==> config.mk <==
export PLATFORM = sky130hd
export DESIGN_NAME = utc_top
export DESIGN_NICKNAME = d
export VERILOG_FILES = /design/src/utc_pkg.sv /design/src/utc_axi_master.sv /design/src/utc_top.sv
export SDC_FILE = /design/constraint.sdc
export NUM_CORES = 1
export LEC_CHECK = 0
export ABC_AREA = 0
export BUFFER_PORTS_ARGS = -buffer_cell sky130_fd_sc_hd__buf_2
export CAP_MARGIN = 5
export CELL_PAD_IN_SITES_DETAIL_PLACEMENT = 0
export CELL_PAD_IN_SITES_GLOBAL_PLACEMENT = 1
export CORE_ASPECT_RATIO = 1.1
export CORE_MARGIN = 1.5
export CORE_UTILIZATION = 39
export CTS_BUF_LIST = sky130_fd_sc_hd__clkbuf_4
export DETAILED_ROUTE_END_ITERATION = 10
export PLACE_DENSITY_LB_ADDON = 0.08
export SLEW_MARGIN = 20
export SYNTH_ARGS = -nofsm -noshare
export SYNTH_HDL_FRONTEND = slang
export SYNTH_SLANG_ARGS = --single-unit
==> constraint.sdc <==
create_clock -name clk_in -period 2.4 [get_ports clk_in]
set_clock_uncertainty 0.15 [all_clocks]
set_input_delay 0.36 -clock clk_in [delete_from_list [all_inputs] [get_ports clk_in]]
set_output_delay 0.36 -clock clk_in [all_outputs]
set_load 0.05 [all_outputs]
==> src/utc_pkg.sv <==
// constants, types and helpers for the uart driven ddr throughput test
package utc_pkg;
   localparam logic [7:0]  HS_BYTE     = 8'h63;
   localparam logic [7:0]  ACK_BYTE    = 8'h61;
   localparam logic [7:0]  CMD_WR_BYTE = 8'h25;
   localparam logic [7:0]  CMD_RD_BYTE = 8'h26;
   localparam int          BLOCK_BYTES = 2048;
   localparam int          BEAT_BYTES  = 8;
   localparam int          BEATS       = BLOCK_BYTES / BEAT_BYTES;
   localparam logic [7:0]  LAST_BEAT   = 8'hFF;
   localparam logic [3:0]  BURST_LEN   = 4'hF;
   localparam logic [2:0]  LAST_REP    = 3'h7;
   localparam int          REPS        = 8;
   localparam logic [3:0]  LAST_CBYTE  = 4'hF;
   localparam logic [15:0] CNT_MAX     = 16'hFFFF;
   localparam logic [15:0] CNT_RST     = 16'h0000;
   localparam logic [7:0]  BYTE_RST    = 8'h00;

   typedef enum logic {UTC_DIR_WRITE, UTC_DIR_READ} utc_dir_t;

   typedef enum logic [2:0] {
      T_WAIT_HS, T_ACK, T_WAIT_CMD, T_RUN, T_SEND
   } utc_ctl_state_t;

   typedef enum logic [2:0] {
      M_IDLE, M_AW, M_WF, M_WD, M_WH, M_B, M_AR, M_R
   } utc_mst_state_t;

   typedef struct packed {
      logic [2:0]  addr;
      logic [15:0] value;
   } utc_cnt_t;

   // row-bank-column map: column in [10:0], bank [12:11], row [13]
   function automatic logic [31:0] utc_burst_addr(input logic [2:0] rep,
                                                  input logic [7:0] beat);
      utc_burst_addr = {18'h00000, rep, beat, 3'h0};
   endfunction : utc_burst_addr

   // {valid, is_read}
   function automatic logic [1:0] utc_decode(input logic [7:0] b);
      if (b == CMD_WR_BYTE) begin
         utc_decode = 2'h2;
      end else if (b == CMD_RD_BYTE) begin
         utc_decode = 2'h3;
      end else begin
         utc_decode = 2'h0;
      end
   endfunction : utc_decode
endpackage : utc_pkg

==> src/utc_axi_master.sv <==
// axi master moving eight 2 KB blocks and timing each one
`timescale 1ns/1ps
module utc_axi_master (
   input  wire logic              clk_in,
   input  wire logic              rst_b_in,
   input  wire logic              start_in,
   input  wire utc_pkg::utc_dir_t dir_in,
   output logic                   done_out,
   output logic                   cnt_valid_out,
   output utc_pkg::utc_cnt_t      cnt_out,
   output logic [7:0]             ram_addr_out,
   input  wire logic [63:0]       ram_rd_data_in,
   output logic                   ram_we_out,
   output logic [63:0]            ram_wdata_out,
   output logic [31:0]            awaddr_out,
   output logic [3:0]             awlen_out,
   output logic                   awvalid_out,
   input  wire logic              awready_in,
   output logic [63:0]            wdata_out,
   output logic                   wlast_out,
   output logic                   wvalid_out,
   input  wire logic              wready_in,
   input  wire logic              bvalid_in,
   output logic                   bready_out,
   output logic [31:0]            araddr_out,
   output logic                   arvalid_out,
   input  wire logic              arready_in,
   input  wire logic [63:0]       rdata_in,
   input  wire logic              rvalid_in,
   output logic                   rready_out
);
   utc_pkg::utc_mst_state_t state, next_state;
   utc_pkg::utc_dir_t       dir, next_dir;
   logic [2:0]  rep, next_rep;
   logic [7:0]  beat, next_beat;
   logic [15:0] cycles, next_cycles;
   logic [63:0] data, next_data;
   logic [31:0] addr, next_addr;
   logic awv, next_awv, arv, next_arv, wv, next_wv, wl, next_wl;
   logic bry, next_bry, rry, next_rry, we, next_we, dn, next_dn;
   logic cv, next_cv;
   utc_pkg::utc_cnt_t cnt, next_cnt;
   logic [7:0] raddr, next_raddr;

   always_comb begin
      next_state = state;  next_dir = dir;  next_rep = rep;
      next_beat = beat;  next_data = data;  next_addr = addr;
      next_awv = awv;  next_arv = arv;  next_wv = wv;  next_wl = wl;
      next_bry = bry;  next_rry = rry;  next_raddr = raddr;
      next_cnt = cnt;  next_we = 1'b0;  next_dn = 1'b0;  next_cv = 1'b0;
      next_cycles = cycles;
      // saturate rather than wrap so a stalled slave reads as slowest
      if (state != utc_pkg::M_IDLE && cycles != utc_pkg::CNT_MAX) begin
         next_cycles = cycles + 16'h0001;
      end
      case (state)
         utc_pkg::M_IDLE: begin
            if (start_in) begin
               next_dir = dir_in;
               next_rep = 3'h0;
               next_beat = 8'h00;
               next_cycles = utc_pkg::CNT_RST;
               next_addr = utc_pkg::utc_burst_addr(3'h0, 8'h00);
               if (dir_in == utc_pkg::UTC_DIR_WRITE) begin
                  next_awv = 1'b1;
                  next_state = utc_pkg::M_AW;
               end else begin
                  next_arv = 1'b1;
                  next_state = utc_pkg::M_AR;
               end
            end
         end
         utc_pkg::M_AW: begin
            if (awready_in) begin
               next_awv = 1'b0;
               next_raddr = beat;
               next_state = utc_pkg::M_WF;
            end
         end
         utc_pkg::M_WF: next_state = utc_pkg::M_WD;
         utc_pkg::M_WD: begin
            next_data = ram_rd_data_in;
            next_wv = 1'b1;
            next_wl = (beat[3:0] == utc_pkg::BURST_LEN);
            next_state = utc_pkg::M_WH;
         end
         utc_pkg::M_WH: begin
            if (wready_in) begin
               next_wv = 1'b0;
               next_wl = 1'b0;
               next_beat = beat + 8'h01;
               next_raddr = beat + 8'h01;
               if (wl) begin
                  next_bry = 1'b1;
                  next_state = utc_pkg::M_B;
               end else begin
                  next_state = utc_pkg::M_WF;
               end
            end
         end
         utc_pkg::M_B: begin
            if (bvalid_in) begin
               next_bry = 1'b0;
               if (beat == 8'h00) begin
                  next_state = utc_pkg::M_IDLE;
                  next_cv = 1'b1;
               end else begin
                  next_addr = utc_pkg::utc_burst_addr(rep, beat);
                  next_awv = 1'b1;
                  next_state = utc_pkg::M_AW;
               end
            end
         end
         utc_pkg::M_AR: begin
            if (arready_in) begin
               next_arv = 1'b0;
               next_rry = 1'b1;
               next_state = utc_pkg::M_R;
            end
         end
         default: begin
            if (rvalid_in) begin
               next_we = 1'b1;
               next_raddr = beat;
               next_data = rdata_in;
               next_beat = beat + 8'h01;
               if (beat[3:0] == utc_pkg::BURST_LEN) begin
                  next_rry = 1'b0;
                  if (beat == utc_pkg::LAST_BEAT) begin
                     next_state = utc_pkg::M_IDLE;
                     next_cv = 1'b1;
                  end else begin
                     next_addr = utc_pkg::utc_burst_addr(rep, beat + 8'h01);
                     next_arv = 1'b1;
                     next_state = utc_pkg::M_AR;
                  end
               end
            end
         end
      endcase
      // end of one block: report its count and chain the next repetition, or raise done after the eighth
      if (next_cv) begin
         next_cnt = '{addr: rep, value: cycles};
         next_cycles = utc_pkg::CNT_RST;
         if (rep == utc_pkg::LAST_REP) begin
            next_dn = 1'b1;
         end else begin
            next_rep = rep + 3'h1;
            next_beat = 8'h00;
            next_addr = utc_pkg::utc_burst_addr(rep + 3'h1, 8'h00);
            next_awv = (dir == utc_pkg::UTC_DIR_WRITE);
            next_arv = (dir == utc_pkg::UTC_DIR_READ);
            next_state = (dir == utc_pkg::UTC_DIR_WRITE) ?
                         utc_pkg::M_AW : utc_pkg::M_AR;
         end
      end
   end

   always_ff @(posedge clk_in or negedge rst_b_in) begin
      if (!rst_b_in) begin
         state <= utc_pkg::M_IDLE;  dir <= utc_pkg::UTC_DIR_WRITE;
         rep <= 3'h0;  beat <= 8'h00;  cycles <= utc_pkg::CNT_RST;
         data <= 64'h0;  addr <= 32'h0;  awv <= 1'b0;  arv <= 1'b0;
         wv <= 1'b0;  wl <= 1'b0;  bry <= 1'b0;  rry <= 1'b0;
         we <= 1'b0;  dn <= 1'b0;  cv <= 1'b0;  raddr <= 8'h00;
         cnt <= '0;
      end else begin
         state <= next_state;  dir <= next_dir;  rep <= next_rep;
         beat <= next_beat;  cycles <= next_cycles;  data <= next_data;
         addr <= next_addr;  awv <= next_awv;  arv <= next_arv;
         wv <= next_wv;  wl <= next_wl;  bry <= next_bry;  rry <= next_rry;
         we <= next_we;  dn <= next_dn;  cv <= next_cv;  raddr <= next_raddr;
         cnt <= next_cnt;
      end
   end

   assign done_out = dn;       assign cnt_valid_out = cv;
   assign cnt_out = cnt;       assign ram_addr_out = raddr;
   assign ram_we_out = we;     assign ram_wdata_out = data;
   assign awaddr_out = addr;   assign awlen_out = utc_pkg::BURST_LEN;
   assign awvalid_out = awv;   assign wdata_out = data;
   assign wlast_out = wl;      assign wvalid_out = wv;
   assign bready_out = bry;    assign araddr_out = addr;
   assign arvalid_out = arv;   assign rready_out = rry;

   // helper counters watched only by the checks below
   logic [8:0] chk_beats;
   logic [3:0] chk_reps;
   always_ff @(posedge clk_in or negedge rst_b_in) begin
      if (!rst_b_in) begin
         chk_beats <= 9'h000;
         chk_reps  <= 4'h0;
      end else begin
         if (cv) begin
            chk_beats <= 9'h000;
         end else if ((wv && wready_in) || (rry && rvalid_in)) begin
            chk_beats <= chk_beats + 9'h001;
         end
         if (start_in && state == utc_pkg::M_IDLE) begin
            chk_reps <= 4'h0;
         end else if (cv) begin
            chk_reps <= chk_reps + 4'h1;
         end
      end
   end
endmodule : utc_axi_master

==> src/utc_top.sv <==
// uart command control, count ram and axi master of the throughput test
`timescale 1ns/1ps
module utc_top (
   input  wire logic        clk_in,
   input  wire logic        rst_b_in,
   input  wire logic        rx_valid_in,
   input  wire logic [7:0]  rx_data_in,
   input  wire logic        tx_ready_in,
   output logic             tx_valid_out,
   output logic [7:0]       tx_data_out,
   output logic             busy_out,
   output logic [7:0]       ram_addr_out,
   input  wire logic [63:0] ram_rd_data_in,
   output logic             ram_we_out,
   output logic [63:0]      ram_wdata_out,
   output logic [31:0]      awaddr_out,
   output logic [3:0]       awlen_out,
   output logic             awvalid_out,
   input  wire logic        awready_in,
   output logic [63:0]      wdata_out,
   output logic             wlast_out,
   output logic             wvalid_out,
   input  wire logic        wready_in,
   input  wire logic        bvalid_in,
   output logic             bready_out,
   output logic [31:0]      araddr_out,
   output logic             arvalid_out,
   input  wire logic        arready_in,
   input  wire logic [63:0] rdata_in,
   input  wire logic        rvalid_in,
   output logic             rready_out
);
   utc_pkg::utc_ctl_state_t state, next_state;
   utc_pkg::utc_dir_t       dir, next_dir;
   logic       expect_read, next_expect_read;
   logic       tx_valid, next_tx_valid;
   logic [7:0] tx_data, next_tx_data;
   logic       start, next_start;
   logic [3:0] byte_idx, next_byte_idx;
   logic [1:0] decoded;
   logic       mst_done;
   logic       cnt_valid;
   utc_pkg::utc_cnt_t cnt;

   // throughput_count_ram: eight 16-bit words in, sixteen bytes out
   logic [15:0] count_mem [utc_pkg::REPS];
   logic [15:0] next_count_mem [utc_pkg::REPS];

   function automatic logic [7:0] cnt_byte(input logic [15:0] w,
                                           input logic        hi);
      cnt_byte = hi ? w[15:8] : w[7:0];
   endfunction : cnt_byte

   assign decoded = utc_pkg::utc_decode(rx_data_in);

   always_comb begin
      for (int i = 0; i < utc_pkg::REPS; i++) begin
         next_count_mem[i] = count_mem[i];
      end
      if (cnt_valid) begin
         next_count_mem[cnt.addr] = cnt.value;
      end
   end

   always_ff @(posedge clk_in or negedge rst_b_in) begin
      if (!rst_b_in) begin
         for (int i = 0; i < utc_pkg::REPS; i++) begin
            count_mem[i] <= utc_pkg::CNT_RST;
         end
      end else begin
         for (int i = 0; i < utc_pkg::REPS; i++) begin
            count_mem[i] <= next_count_mem[i];
         end
      end
   end

   always_comb begin
      next_state = state;
      next_dir = dir;
      next_expect_read = expect_read;
      next_tx_valid = tx_valid;
      next_tx_data = tx_data;
      next_start = 1'b0;
      next_byte_idx = byte_idx;
      case (state)
         utc_pkg::T_WAIT_HS: begin
            // every byte but the handshake is dropped here
            if (rx_valid_in && rx_data_in == utc_pkg::HS_BYTE) begin
               next_tx_data = utc_pkg::ACK_BYTE;
               next_tx_valid = 1'b1;
               next_state = utc_pkg::T_ACK;
            end
         end
         utc_pkg::T_ACK: begin
            if (tx_ready_in) begin
               next_tx_valid = 1'b0;
               next_state = utc_pkg::T_WAIT_CMD;
            end
         end
         utc_pkg::T_WAIT_CMD: begin
            // only the command due next in the write-then-read order starts
            if (rx_valid_in && decoded[1] && decoded[0] == expect_read) begin
               next_start = 1'b1;
               next_dir = decoded[0] ? utc_pkg::UTC_DIR_READ :
                                       utc_pkg::UTC_DIR_WRITE;
               next_state = utc_pkg::T_RUN;
            end
         end
         utc_pkg::T_RUN: begin
            if (mst_done) begin
               next_byte_idx = 4'h0;
               next_tx_data = cnt_byte(count_mem[0], 1'b0);
               next_tx_valid = 1'b1;
               next_state = utc_pkg::T_SEND;
            end
         end
         default: begin
            if (tx_ready_in) begin
               if (byte_idx == utc_pkg::LAST_CBYTE) begin
                  next_tx_valid = 1'b0;
                  next_expect_read = !expect_read;
                  next_state = utc_pkg::T_WAIT_HS;
               end else begin
                  next_byte_idx = byte_idx + 4'h1;
                  next_tx_data = cnt_byte(count_mem[next_byte_idx[3:1]],
                                          next_byte_idx[0]);
               end
            end
         end
      endcase
   end

   always_ff @(posedge clk_in or negedge rst_b_in) begin
      if (!rst_b_in) begin
         state <= utc_pkg::T_WAIT_HS;
         dir <= utc_pkg::UTC_DIR_WRITE;
         expect_read <= 1'b0;
         tx_valid <= 1'b0;
         tx_data <= utc_pkg::BYTE_RST;
         start <= 1'b0;
         byte_idx <= 4'h0;
      end else begin
         state <= next_state;
         dir <= next_dir;
         expect_read <= next_expect_read;
         tx_valid <= next_tx_valid;
         tx_data <= next_tx_data;
         start <= next_start;
         byte_idx <= next_byte_idx;
      end
   end

   logic busy;
   always_ff @(posedge clk_in or negedge rst_b_in) begin
      if (!rst_b_in) begin
         busy <= 1'b0;
      end else begin
         busy <= (next_state == utc_pkg::T_RUN);
      end
   end

   assign tx_valid_out = tx_valid;
   assign tx_data_out  = tx_data;
   assign busy_out     = busy;

   utc_axi_master u_master (
      .clk_in         (clk_in),
      .rst_b_in       (rst_b_in),
      .start_in       (start),
      .dir_in         (dir),
      .done_out       (mst_done),
      .cnt_valid_out  (cnt_valid),
      .cnt_out        (cnt),
      .ram_addr_out   (ram_addr_out),
      .ram_rd_data_in (ram_rd_data_in),
      .ram_we_out     (ram_we_out),
      .ram_wdata_out  (ram_wdata_out),
      .awaddr_out     (awaddr_out),
      .awlen_out      (awlen_out),
      .awvalid_out    (awvalid_out),
      .awready_in     (awready_in),
      .wdata_out      (wdata_out),
      .wlast_out      (wlast_out),
      .wvalid_out     (wvalid_out),
      .wready_in      (wready_in),
      .bvalid_in      (bvalid_in),
      .bready_out     (bready_out),
      .araddr_out     (araddr_out),
      .arvalid_out    (arvalid_out),
      .arready_in     (arready_in),
      .rdata_in       (rdata_in),
      .rvalid_in      (rvalid_in),
      .rready_out     (rready_out)
   );
endmodule : utc_top

==> summary.txt <==
Clock tree
  – CTS Sinks: 311
  – Cts bufs inserted: 87
  – TritonCTS clock tree: built
  – Register clock-pin slew on the reported worst setup and hold paths: 0.06 ns
  – Clock tree buffer depth: 3
  – Latest clock arrival within the worst-skew pair: 0.75 ns
  – Htree depth: 3
  – Root buf cell: clkbuf_4

Synth
  – Mapped Area: ~15000 µm²
  – Yosys top cell by area: dfrtp_1
  – Post-Syn Instances: 1376
  – Async set-reset flop share out of synthesis: 1.000
  – Synth Flop Type: dfrtp_1
  – Sequential cell area fraction in the yosys report: 0.5198
  – Yosys reg bits: ~310
  – Avg Inst Size Synth: 10.88 µm²
  – Netlist cell types: 67
  – Yosys top cell area share: 0.5198
  – Commonest cells post-synth: 311 x dfrtp_1, 178 x nand2_1, 152 x mux2_2
  – Synth area leaders: dfrtp_1 52%, mux2_2 11%, buf_4 5.4%, nand2_1 4.5%, o21ai_0 3.7%
  – Number of synthesized flops with an enable pin: 0
  – Yosys Warn Count: 0
  – Top-count cell post-synth: dfrtp_1

Routing
  – Vias: 12234
  – Final wirelength: 46920 µm
  – WL/cell: 19.39 µm
  – Drt via density: 5.055
  – Initial DRC Count: 560
  – Residual DRC count: 0
  – Post-DRT Antenna Nets: 0
  – DRT Pass-1 Iters: 5

Global routing
  – Met2 Use GR: 0.3994
  – Largest net degree at the start of global routing: 129
  – Gr usage total: 0.2394
  – First-pass GRT wire length: 73040 µm
  – Total gr overflow: 0
  – Gr busiest metal: met2
  – Number of global-route vias before repair: 12708
  – Initial antenna violation count: 2
  – GR Util met1: 0.2891
  – GRT met3 Usage: 0.05719

Worst setup path
  – CP Cell Sequence: dlygate4sd3_1, buf_2, nor4bb_2, dlygate4sd3_1, nand3_1, a21oi_1, dlygate4sd3_1
  – Reg2reg start: u_master.state[0]$_DFF_PN0_
  – Critical path type: input port to register
  – Crit path to: busy_out$_DFF_PN0_
  – Crit. End Element: register
  – Worst path max stage delay: 0.61 ns
  – Most frequent CP cell: dlygate4sd3_1
  – R2R depth: 6
  – Required time of the critical path: 2.94 ns
  – CP Max Fanout: 2
  – Flop2flop setup slack: 0.14 ns
  – Worst setup SP type: input port
  – Slowest CP cell: dlygate4sd3_1
  – CP Launch Point: rx_data_in[7]
  – WP data arrival: 2.84 ns
  – Critical R2R Capture: u_master.ram_wdata_out[36]$_DFFE_PN0P_

Hold path
  – Hold Crit Class: input port to register

Pwr
  – Pwr dens: 1088 nW/µm²
  – Pwr Total: 21360 µW
  – Worst vdd ir: ~970 µV
  – Leak Pwr: 0.009835 µW

Floorplan
  – Core region area: 38010 µm²
  – Die W: about 190 µm
  – Die span in y: about 210 µm
  – Starting density of the core: 0.3940
  – Die ar.: 39580 µm²
  – Ports: 366
  – # rows: 75

STA
  – Worst Tran Pin Value: 0.5702 ns
  – Final slew viol count: 0
  – Period utilization: 0.9617
  – Fin. Hold Viols: 0
  – Slew HR: 0.6190
  – Final min period: approximately 2.3 ns
  – Max Fclk: 433.3 MHz
  – Final setup fails: 0
  – RSZ-0062 raised after global routing: false
  – Hold_ws: 0.1233 ns

Run
  – Maxcap violations: 0

Placed design
  – Placer Congestion: ~0.86
  – Port Buf Inserts: 361
  – Detailed placer's ending HPWL: around 33000 µm
  – Dpl cells: 2122

Status
  – Status: finished clean

Final layout
  – P&R area growth vs syn: 31.15%
  – Share of layout cells above drive strength 1: 0.3999
  – Non-filler cells, final: 2420
  – # nets final: 2008
## worst max-delay path: cells and delay by family
| kind | cells | cell delay [ns] |
|---|---|---|
| AND/OR/NAND/NOR | 2 | 0.40 |
| AO/OA/AOI/OAI | 1 | 0.21 |
| buffers and inverters | 4 | 1.87 |
## per-stage QoR
stage / area (µm²) / util / setup slack (ns) / TNS [ns]
final: 19640 / 0.5167 / 0.09187 / 0
after global routing: 19640 / 0.5167 / 0.01631 / 0
after floorplan: 14980 / - / 0.01852 / 0
after global placement: 17020 / 0.4477 / -0.03398 / -0.3665
after detailed placement: 17020 / 0.4477 / -0.08823 / -1.088
after CTS: 19620 / 0.5161 / 0.02184 / 0
## registers in the layout (all words and copies together), names as in the netlist, 3 cells and up
signal / flops
count_mem: 128
u_master.ram_wdata_out: 64
u_master.araddr_out: 32
u_master.cnt_out: 19
u_master.cycles: 16
tx_data_out: 8
u_master.beat: 8
u_master.ram_addr_out: 8
byte_idx: 4
state: 3
u_master.rep: 3
u_master.state: 3
## area by class of cell
class,count,area [µm²]
clock buffer,133,998.5
sequential,311,7784
clock inverter,17,135.1
timing repair buffer,581,4013
antenna,2,5.005
inverter,12,45.04
fill,3530,18370
multi-input combinational,864,6032
tap,500,625.6
## power by group
group / switching (µW) / internal, µW / leakage [µW]
logic: 6960 / 2290 / 0.00503
clock network: 2280 / 2730 / 0.000669
registers: 987 / 6120 / 0.00413
total: 10200 / 11100 / 0.00984
## per-layer routing
layer	wire, µm	vias to the layer above
met5	0	-
met3	2593	89
met1	19550	5921
met2	23030	391
met4	1746	0
li1	-	5833
## cell families after synthesis
family / share of synthesized area
AO/OA/AOI/OAI: 0.1085
XOR/XNOR: 0.01237
adder cells (fa/ha/maj): 0.005014
buffers and inverters: 0.08156
flip-flops: 0.5198
multiplexers: 0.1476
other: 0.0002504
AND/OR/NAND/NOR: 0.1250
## worst min path at each step
stage / start / end / slack (ns) / depth (start not counted)
2_1_floorplan: rst_b_in / busy_out$_DFF_PN0_ / -0.09 / 0
3_3_place_gp: rst_b_in / count_mem[105]$_DFFE_PN0P_ / 0.21 / 1
3_5_place_dp: rst_b_in / count_mem[105]$_DFFE_PN0P_ / 0.21 / 1
4_1_cts: rx_data_in[4] / tx_valid_out$_DFFE_PN0P_ / 0.03 / 6
5_1_grt: rx_data_in[4] / tx_valid_out$_DFFE_PN0P_ / 0.12 / 6
6_report: rx_data_in[4] / tx_valid_out$_DFFE_PN0P_ / 0.12 / 6
## what timing repair did
action	in CTS	in global routing
setup endpoints to repair	16	13
setup buffers	0	0
hold buffers	146	0
resized for setup	1	4
endpoints found under the hold margin	393	0
## cells in the final DEF (no fill, tap or decap), drive strengths merged, types with 8 or more instances in the layout
cell         instances
a21oi               29
a31oi               13
and2                 8
and3                32
buf                435
clkbuf             133
clkinv              12
dfrtp              311
dlygate4sd3        146
inv                 13
mux2               152
mux2i               16
mux4                15
nand2              178
nand3               48
nand4               15
nor2                43
nor3                 8
o2111ai              8
o21ai              114
o22ai               65
or3                 10
xor2                15
Note: power is estimated with default switching activity, not from simulation.
